===== src/inc/dd_consts.svh =====
// Constants shared by both ends of the dual converter serial write link.
// Assumes a 100 MHz core clock on both ends; included by bare name.
// Functional notes
// - Reference stays off until reference command.
// - Zero variant: power-up DAC registers all zero.
// - Mid variant: power-up DAC registers mid-scale.
// - Defaults: pin load, powered, ref off, gain one.
// - Clear falling edge forces clear values immediately.
// - Clear mode ends at next frame's 24th edge.
// - Clear mid-frame still overwrites registers at once.
// - 24-bit word: ignore top two, command, address, data.
// - Most significant bit shifted first.
// - Data code left-aligned in 16-bit field.
// - Codes are straight binary, FFFFh full scale.
// - Frame starts low; sample on sclk falling edge.
// - Host serial clock at most 50 MHz.
// - Shift register locks after 24th falling edge.
// - Decode and execute right after 24th edge.
// - Host keeps minimum gap before next frame.
// - Early frame-select rise resets interface, no transfer.
// - Rise before 24th edge discards frame entirely.
// - Command codes decoded per eight-entry table.
// - Address codes: A, B, gain, both, rest reserved.
`ifndef DD_CONSTS_SVH
`define DD_CONSTS_SVH
`define DD_WORD_BITS      5'h18
`define DD_CMD_HI         21
`define DD_CMD_LO         19
`define DD_ADDR_HI        18
`define DD_ADDR_LO        16
`define DD_ZERO_CODE      16'h0000
`define DD_MID_CODE       16'h8000
`define DD_CMD_WR_IN      3'h0
`define DD_CMD_UPD        3'h1
`define DD_CMD_WR_UPD_ALL 3'h2
`define DD_CMD_WR_UPD_N   3'h3
`define DD_CMD_POWER      3'h4
`define DD_CMD_SW_RESET   3'h5
`define DD_CMD_LOAD_DAC_N_SET   3'h6
`define DD_CMD_REF        3'h7
`define DD_ADDR_A         3'h0
`define DD_ADDR_B         3'h1
`define DD_ADDR_GAIN      3'h2
`define DD_ADDR_BOTH      3'h7
`define DD_CORE_PERIOD_NS 10
`define DD_SCLK_HALF_NS   60
`define DD_GAP_NS         100
`define DD_PULSE_NS       100
`define DD_HALF_CYC  8'((`DD_SCLK_HALF_NS + `DD_CORE_PERIOD_NS - 1) / `DD_CORE_PERIOD_NS)
`define DD_GAP_CYC   8'((`DD_GAP_NS + `DD_CORE_PERIOD_NS - 1) / `DD_CORE_PERIOD_NS)
`define DD_PULSE_CYC 8'((`DD_PULSE_NS + `DD_CORE_PERIOD_NS - 1) / `DD_CORE_PERIOD_NS)
`define DD_HREG_WORD      4'h0
`define DD_HREG_STAT      4'h4
`define DD_HREG_CTRL      4'h8
`endif


===== src/inc/dd_pkg.sv =====
// Types shared by both ends of the serial write link.
// Assumes dd_consts.svh for all numeric constants.
package dd_pkg;
    typedef enum logic [1:0] {
        DD_RX_IDLE   = 2'h0,
        DD_RX_SHIFT  = 2'h1,
        DD_RX_LOCKED = 2'h3
    } dd_rx_e;
    typedef enum logic [2:0] {
        DD_TX_IDLE = 3'h0,
        DD_TX_LEAD = 3'h1,
        DD_TX_LOW  = 3'h3,
        DD_TX_HIGH = 3'h2,
        DD_TX_TAIL = 3'h6
    } dd_tx_e;
endpackage : dd_pkg


===== src/inc/dd_link_if.sv =====
// Interface carrying the write-only serial link from host to converter.
// All wires are driven by the host end, or by the bench itself on its second link.
`timescale 1ns/1ns
interface dd_link_if;
    logic sync_n;
    logic sclk;
    logic din;
    logic clear_in_n;
    logic load_dac_n;
    modport dev  (input  sync_n, input  sclk, input  din, input  clear_in_n, input  load_dac_n);
    modport host (output sync_n, output sclk, output din, output clear_in_n, output load_dac_n);
endinterface : dd_link_if


===== src/design/dd_dev_end.sv =====
// Converter end: receives 24-bit write frames and holds the input, DAC and mode registers.
// Assumes the link is sampled by core_clk, so the serial clock must be well below core_clk/4.
`timescale 1ns/1ns
`include "dd_consts.svh"
module dd_dev_end
    import dd_pkg::*;
#(
    parameter bit MIDSCALE = 1'b0
)(
    input  wire logic   core_clk,
    input  wire logic   rst,
    dd_link_if.dev      link,
    output logic [15:0] in_a_q,
    output logic [15:0] in_b_q,
    output logic [15:0] dac_a_q,
    output logic [15:0] dac_b_q,
    output logic [1:0]  gain_two_q,
    output logic [3:0]  power_mode_q,
    output logic [1:0]  load_dac_n_off_q,
    output logic        ref_en_q,
    output logic        clear_mode_q,
    output logic        frame_done_q
);
    localparam logic [15:0] CLR_CODE = MIDSCALE ? `DD_MID_CODE : `DD_ZERO_CODE;

    // Bit order: sync_n, sclk, din, clear_in_n, load_dac_n.
    logic [4:0]  meta_q;
    logic [4:0]  sync_q;
    logic [4:0]  prev_q;
    dd_rx_e      rx_q;
    logic [4:0]  cnt_q;
    logic [23:0] shreg_q;
    logic        exec_q;
    logic        clr_armed_q;

    logic        frame_fall;
    logic        frame_rise;
    logic        sclk_fall;
    logic        clear_fall;
    logic        load_dac_n_fall;

    always_ff @(posedge core_clk or posedge rst) begin
        if (rst) begin
            meta_q <= 5'h1F;
            sync_q <= 5'h1F;
            prev_q <= 5'h1F;
        end else begin
            meta_q <= {link.sync_n, link.sclk, link.din, link.clear_in_n, link.load_dac_n};
            sync_q <= meta_q;
            prev_q <= sync_q;
        end
    end

    assign frame_fall = prev_q[4] & ~sync_q[4];
    assign frame_rise = ~prev_q[4] & sync_q[4];
    assign sclk_fall  = prev_q[3] & ~sync_q[3] & ~sync_q[4];
    assign clear_fall = prev_q[1] & ~sync_q[1];
    assign load_dac_n_fall  = prev_q[0] & ~sync_q[0];

    // Receive sequencer: shift, lock at 24, discard on early frame-select rise.
    always_ff @(posedge core_clk or posedge rst) begin
        if (rst) begin
            rx_q    <= DD_RX_IDLE;
            cnt_q   <= 5'h00;
            shreg_q <= 24'h000000;
            exec_q  <= 1'b0;
        end else begin
            exec_q <= 1'b0;
            unique case (rx_q)
                DD_RX_IDLE: begin
                    if (frame_fall) begin
                        rx_q    <= DD_RX_SHIFT;
                        cnt_q   <= 5'h00;
                        shreg_q <= 24'h000000;
                    end
                end
                DD_RX_SHIFT: begin
                    if (frame_rise) begin
                        rx_q    <= DD_RX_IDLE;
                        cnt_q   <= 5'h00;
                        shreg_q <= 24'h000000;
                    end else if (sclk_fall) begin
                        shreg_q <= {shreg_q[22:0], sync_q[2]};
                        cnt_q   <= cnt_q + 5'h01;
                        if (cnt_q == `DD_WORD_BITS - 5'h01) begin
                            rx_q   <= DD_RX_LOCKED;
                            exec_q <= 1'b1;
                        end
                    end
                end
                DD_RX_LOCKED: begin
                    // Further edges are ignored; a new frame needs a fresh falling select.
                    if (frame_fall) begin
                        rx_q    <= DD_RX_SHIFT;
                        cnt_q   <= 5'h00;
                        shreg_q <= 24'h000000;
                    end else if (frame_rise) begin
                        rx_q <= DD_RX_IDLE;
                    end
                end
                default: rx_q <= DD_RX_IDLE;
            endcase
        end
    end

    // Field decode of the locked word.
    logic [2:0]  cmd;
    logic [2:0]  addr;
    logic [15:0] data;
    logic        sel_a;
    logic        sel_b;
    logic        wr_a;
    logic        wr_b;
    logic        upd_a;
    logic        upd_b;
    logic        wr_gain;
    logic        sw_reset;

    always_comb begin
        cmd      = shreg_q[`DD_CMD_HI:`DD_CMD_LO];
        addr     = shreg_q[`DD_ADDR_HI:`DD_ADDR_LO];
        data     = shreg_q[15:0];
        sel_a    = (addr == `DD_ADDR_A) || (addr == `DD_ADDR_BOTH);
        sel_b    = (addr == `DD_ADDR_B) || (addr == `DD_ADDR_BOTH);
        wr_a     = 1'b0;
        wr_b     = 1'b0;
        upd_a    = 1'b0;
        upd_b    = 1'b0;
        wr_gain  = 1'b0;
        sw_reset = 1'b0;
        if (exec_q) begin
            unique case (cmd)
                `DD_CMD_WR_IN: begin
                    wr_a    = sel_a;
                    wr_b    = sel_b;
                    wr_gain = (addr == `DD_ADDR_GAIN);
                end
                `DD_CMD_UPD: begin
                    upd_a = sel_a;
                    upd_b = sel_b;
                end
                `DD_CMD_WR_UPD_ALL: begin
                    wr_a  = sel_a;
                    wr_b  = sel_b;
                    // A reserved address updates nothing at all.
                    upd_a = sel_a | sel_b;
                    upd_b = sel_a | sel_b;
                end
                `DD_CMD_WR_UPD_N: begin
                    wr_a  = sel_a;
                    wr_b  = sel_b;
                    upd_a = sel_a;
                    upd_b = sel_b;
                end
                `DD_CMD_SW_RESET: sw_reset = 1'b1;
                default: ;
            endcase
        end
    end

    // Clear always overrides any input or DAC register write landing in the same cycle.
    always_ff @(posedge core_clk or posedge rst) begin
        if (rst) begin
            in_a_q  <= CLR_CODE;
            in_b_q  <= CLR_CODE;
            dac_a_q <= CLR_CODE;
            dac_b_q <= CLR_CODE;
        end else if (clear_fall || sw_reset) begin
            in_a_q  <= CLR_CODE;
            in_b_q  <= CLR_CODE;
            dac_a_q <= CLR_CODE;
            dac_b_q <= CLR_CODE;
        end else begin
            if (wr_a) begin
                in_a_q <= data;
            end
            if (wr_b) begin
                in_b_q <= data;
            end
            if (upd_a) begin
                dac_a_q <= wr_a ? data : in_a_q;
            end else if (load_dac_n_fall && !load_dac_n_off_q[0]) begin
                dac_a_q <= in_a_q;
            end
            if (upd_b) begin
                dac_b_q <= wr_b ? data : in_b_q;
            end else if (load_dac_n_fall && !load_dac_n_off_q[1]) begin
                dac_b_q <= in_b_q;
            end
        end
    end

    // Mode registers; a software reset returns them to power-on values.
    always_ff @(posedge core_clk or posedge rst) begin
        if (rst) begin
            gain_two_q   <= 2'h0;
            power_mode_q <= 4'h0;
            load_dac_n_off_q   <= 2'h0;
            ref_en_q     <= 1'b0;
        end else if (sw_reset) begin
            gain_two_q   <= 2'h0;
            power_mode_q <= 4'h0;
            load_dac_n_off_q   <= 2'h0;
            ref_en_q     <= 1'b0;
        end else if (exec_q) begin
            if (wr_gain) begin
                gain_two_q <= data[1:0];
            end
            if (cmd == `DD_CMD_POWER) begin
                if (data[0]) begin
                    power_mode_q[1:0] <= data[5:4];
                end
                if (data[1]) begin
                    power_mode_q[3:2] <= data[5:4];
                end
            end
            if (cmd == `DD_CMD_LOAD_DAC_N_SET) begin
                load_dac_n_off_q <= data[1:0];
            end
            if (cmd == `DD_CMD_REF) begin
                ref_en_q <= data[0];
            end
        end
    end

    // Clear mode ends only on a frame that started after clear was entered.
    always_ff @(posedge core_clk or posedge rst) begin
        if (rst) begin
            clear_mode_q <= 1'b0;
            clr_armed_q  <= 1'b0;
        end else if (clear_fall) begin
            clear_mode_q <= 1'b1;
            clr_armed_q  <= 1'b0;
        end else begin
            // Arming comes last so a new frame's select edge is never lost to an exit.
            if (exec_q && clr_armed_q) begin
                clear_mode_q <= 1'b0;
                clr_armed_q  <= 1'b0;
            end
            if (frame_fall && clear_mode_q) begin
                clr_armed_q <= 1'b1;
            end
        end
    end

    always_ff @(posedge core_clk or posedge rst) begin
        if (rst) begin
            frame_done_q <= 1'b0;
        end else begin
            frame_done_q <= exec_q;
        end
    end
endmodule : dd_dev_end


===== src/flat_wrapper.sv =====
// flat-port wrapper written by rule: the top's interface ports become plain ports
module dd_dev_end_flat import dd_pkg::*;
#(
    parameter bit MIDSCALE = 1'b0
)
  (core_clk, rst, in_a_q, in_b_q, dac_a_q, dac_b_q, gain_two_q, power_mode_q, load_dac_n_off_q, ref_en_q, clear_mode_q, frame_done_q, link_sync_n, link_sclk, link_din, link_clear_in_n, link_load_dac_n);
  dd_link_if link_i ();
  input  wire logic core_clk;
  input  wire logic rst;
  output logic [15:0] in_a_q;
  output logic [15:0] in_b_q;
  output logic [15:0] dac_a_q;
  output logic [15:0] dac_b_q;
  output logic [1:0] gain_two_q;
  output logic [3:0] power_mode_q;
  output logic [1:0] load_dac_n_off_q;
  output logic ref_en_q;
  output logic clear_mode_q;
  output logic frame_done_q;
  input wire logic [$bits(link_i.sync_n)-1:0] link_sync_n;
  input wire logic [$bits(link_i.sclk)-1:0] link_sclk;
  input wire logic [$bits(link_i.din)-1:0] link_din;
  input wire logic [$bits(link_i.clear_in_n)-1:0] link_clear_in_n;
  input wire logic [$bits(link_i.load_dac_n)-1:0] link_load_dac_n;
  assign link_i.sync_n = link_sync_n;
  assign link_i.sclk = link_sclk;
  assign link_i.din = link_din;
  assign link_i.clear_in_n = link_clear_in_n;
  assign link_i.load_dac_n = link_load_dac_n;
  dd_dev_end #(.MIDSCALE(MIDSCALE)) u_core (.core_clk(core_clk), .rst(rst), .link(link_i), .in_a_q(in_a_q), .in_b_q(in_b_q), .dac_a_q(dac_a_q), .dac_b_q(dac_b_q), .gain_two_q(gain_two_q), .power_mode_q(power_mode_q), .load_dac_n_off_q(load_dac_n_off_q), .ref_en_q(ref_en_q), .clear_mode_q(clear_mode_q), .frame_done_q(frame_done_q));
endmodule

===== config.mk =====
export PLATFORM = sky130hd
export DESIGN_NAME = dd_dev_end_flat
export DESIGN_NICKNAME = d
export VERILOG_FILES = /design/src/inc/dd_pkg.sv /design/src/inc/dd_link_if.sv /design/src/design/dd_dev_end.sv /design/src/flat_wrapper.sv
export VERILOG_INCLUDE_DIRS = /design/src /design/src/inc
export SDC_FILE = /design/constraint.sdc
export NUM_CORES = 1
export LEC_CHECK = 0
export BUFFER_PORTS_ARGS = -buffer_cell sky130_fd_sc_hd__buf_4
export CORE_MARGIN = 2
export CORE_UTILIZATION = 45
export CTS_CLUSTER_DIAMETER = 40
export DETAILED_ROUTE_END_ITERATION = 12
export PLACE_DENSITY = 0.65
export SLEW_MARGIN = 20
export SYNTH_ARGS = -nofsm -noshare
export SYNTH_HDL_FRONTEND = slang
export SYNTH_SLANG_ARGS = --single-unit

===== constraint.sdc =====
create_clock -name core_clk -period 5.3 [get_ports core_clk]
set_input_delay 1.06 -clock core_clk [delete_from_list [all_inputs] [get_ports core_clk]]
set_output_delay 1.06 -clock core_clk [all_outputs]
set_load 0.005 [all_outputs]

==> flow_summary.yaml <==
hold_path:
  hp-class: "reg -> reg"
worst_setup_path:
  path_buf_inv: 1
  end_kind: "register"
  cp-start-kind: "register"
  crit_type: "reg -> reg"
  arrival_ns: 3.08
  cp_cell_sequence: "inv_1 > ha_1 > and2_1 > or3b_4 > o32ai_1 > a21o_1"
  worstPathMaxFanout: 24
  max_stage_delay_ns: 0.78
  crit_slowest_cell: "and2_1"
  path_delay_family: "simple AND/OR/NAND/NOR gates"
  crit_required_ns: 5.65
grt:
  grt_pass1_wl_um: 20500
  met1_usage_pct: 28.0
  grt_pass1_vias: 3826
  antenna_found_initial: 0
  globalRouteOverflowTotal: 0
  busiest_layer: "met2"
  grt.met2_usage_pct: 32.4
  grt_max_degree: 82
  grt_usage_pct: 20.7
  use_met3_pct: 5.13
sta:
  setup_violations: 0
  rsz0062_at_grt: "no"
  worstMarginPinSlew_ns: 1.09
  slew_headroom_pct: 27.6
  period_needed_ns: 2.73
  report.final.slew_viol_count: 0
  timing.fmax_ghz: 0.367
  fin_tns_setup_ns: 0
  finalClockSkew_ns: 0.00905
  hold_viol: 0
  fin_crit_sh_pct: 51.5
synthesis:
  synth_edf_count: 0
  async_reset_ff_share_pct: 100
  avgSynthCellArea_um2: 11.2
  yosys_warnings: 0
  synthFlopType: "dfrtp_1"
  synth_area_mm2: 0.00547
  ys_seq_elements: 120
  yosysSeqAreaShare_pct: 55.2
  syn_nets: 500
  syn_inst: 488
  synth.distinct_cells: 49
floorplanning:
  initial_core_util_pct: 45.8
  num_rows: 40
  die_h_um: 114
  io_pins: 82
  die_area_mm2: 0.0131
  core_area_mm2: 0.0120
  die_x_um: 114
power:
  power_density_mw_per_mm2: 376
  p_leak_nw: 3.26
  ir_worst_vdd_uv: 401
finish:
  nets: 568
  antenna_cells: 0
  final_cell_mix: "dfrtp_1, buf_4, nand2_1, mux2i_1, nor2_1"
  fin_cells: 716
  final_layout_size_suffix_gt1_share_pct: 26.5
  mostFrequentLayoutCell: "dfrtp_1"
  syn2layout_area_growth_pct: 24.0
route:
  drt-initial-drc-count: 266
  route.detailed.drc: 0
  ant_nets: 0
  vias: 3878
  firstDrtPassIters: 4
  viasPerCell: 5.42
  totalWireLength_um: 12400
  wl_per_cell_um: 17.4
clock_tree:
  cts_tree: "done"
  ctsResizeCount: 0
  cts_buffers: 17
  worstSkewPairLatency_ns: 0.42
  postCtsHoldBufs: 0
  htreeDepth: 4
  cts_sinks: 120
  clk_pin_slew_ns: 0.05
  cts_setup_buffers: 0
  clockRootBuffer: "clkbuf_16"
  clock_path_buffers: 2
place:
  io_buffers: 81
  dp.cells: 682
  hpwl_um: 7840
  place_congestion: 0.779
status:
  status: "finished, final reports clean"
flow_run:
  drv_cap: 0
per-layer routing:
layer | vias up | wire [um]
li1 | 1849 | -
met1 | 1930 | 5750
met2 | 89 | 6040
met3 | 10 | 527
met4 | 0 | 114
met5 | - | 0
where the power goes:
| group | switching [mW] | leakage [nW] | internal (mW) |
|---|---|---|---|
| logic | 0.170 | 1.31 | 0.0690 |
| registers | 0.0448 | 1.62 | 0.946 |
| clock network | 0.416 | 0.330 | 0.906 |
cell type report:
type                       count  area, um2
clock buffer                  20        457
clock inverter                12        220
timing repair buffer          87        668
inverter                       5       23.8
tap                          147        184
multi-input combinational    325       2210
fill                        1022       5170
sequential                   120       3020
cell families (layout without fill, tap and decap cells):
group                    after synthesis  in the layout  share of synthesized area, %
AND/OR/NAND/NOR                      155            155                          13.6
flip-flops                           120            120                          55.2
AO/OA/AOI/OAI                         98             98                          13.4
multiplexers                          66             66                          12.1
buffers and inverters                 43            124                          4.34
adder cells (fa/ha/maj)                5              5                          1.14
XOR/XNOR                               1              1                         0.297
worst paths after layout:
kind,startpoint,endpoint,slack (ns),cells past startpoint
worst max-delay path,u_core.rx_q[0],u_core.cnt_q[3],2.57,6
worst min-delay path,u_core.meta_q[4],u_core.sync_q[4],0.35,0
worst max register to register,u_core.rx_q[0],u_core.cnt_q[3],2.57,6
worst min register to register,u_core.meta_q[4],u_core.sync_q[4],0.35,0
max in group asynchronous,rst,u_core.in_b_q[9],3.52,3
min in group asynchronous,rst,u_core.cnt_q[4],0.79,2
sequential cells by signal, summed over array words and instances, names as in the netlist:
signal / cells
u_core.sync_q: 5
u_core.dac_b_q: 16
u_core.ref_en_q: 1
u_core.clear_mode_q: 1
u_core.frame_done_q: 1
u_core.load_dac_n_off_q: 2
u_core.meta_q: 5
u_core.in_b_q: 16
u_core.cnt_q: 5
u_core.rx_q: 2
u_core.exec_q: 1
u_core.gain_two_q: 2
u_core.power_mode_q: 4
u_core.dac_a_q: 16
u_core.in_a_q: 16
u_core.prev_q: 4
u_core.shreg_q: 22
u_core.clr_armed_q: 1
metrics by stage:
step	power [mW]	setup WS [ns]	util, %	hold WS (ns)	area, um2
after floorplan	1.19	1.08	-	0.345	5470
after global placement	1.24	2.70	50.8	0.346	6080
after detailed placement	1.25	2.58	50.8	0.347	6080
after CTS	2.57	2.57	56.5	0.355	6760
after global routing	2.65	2.38	56.7	0.358	6790
final	2.55	2.57	56.7	0.354	6790
cell usage after synthesis, types with 2 or more instances:
master     instances  area share (%)
nand3_1            4            0.37
a31oi_1            6            0.69
clkbuf_1          13            0.89
o211ai_1           2            0.27
nor2b_1           14             1.6
o32ai_1            2            0.32
o21ai_0            8            0.73
o21ai_1           29             2.7
buf_2             13             1.2
a21oi_1            7            0.64
buf_4              7            0.96
o31ai_1            2            0.27
nand4b_1           2            0.32
a21o_1             5            0.69
ha_1               5             1.1
o2bb2ai_2         10             2.7
nand3b_1           2            0.27
dfstp_2           14             6.7
nand2_1           69             4.7
dfrtp_1          106              48
mux2i_1           66              12
nor2_2             2            0.23
nand2b_1           9             1.0
buf_6              3            0.62
and2_1             2            0.23
nor2_1            38             2.6
o2bb2ai_1         22             3.5
inv_1              5            0.34
(Power assumes the default switching activity.)
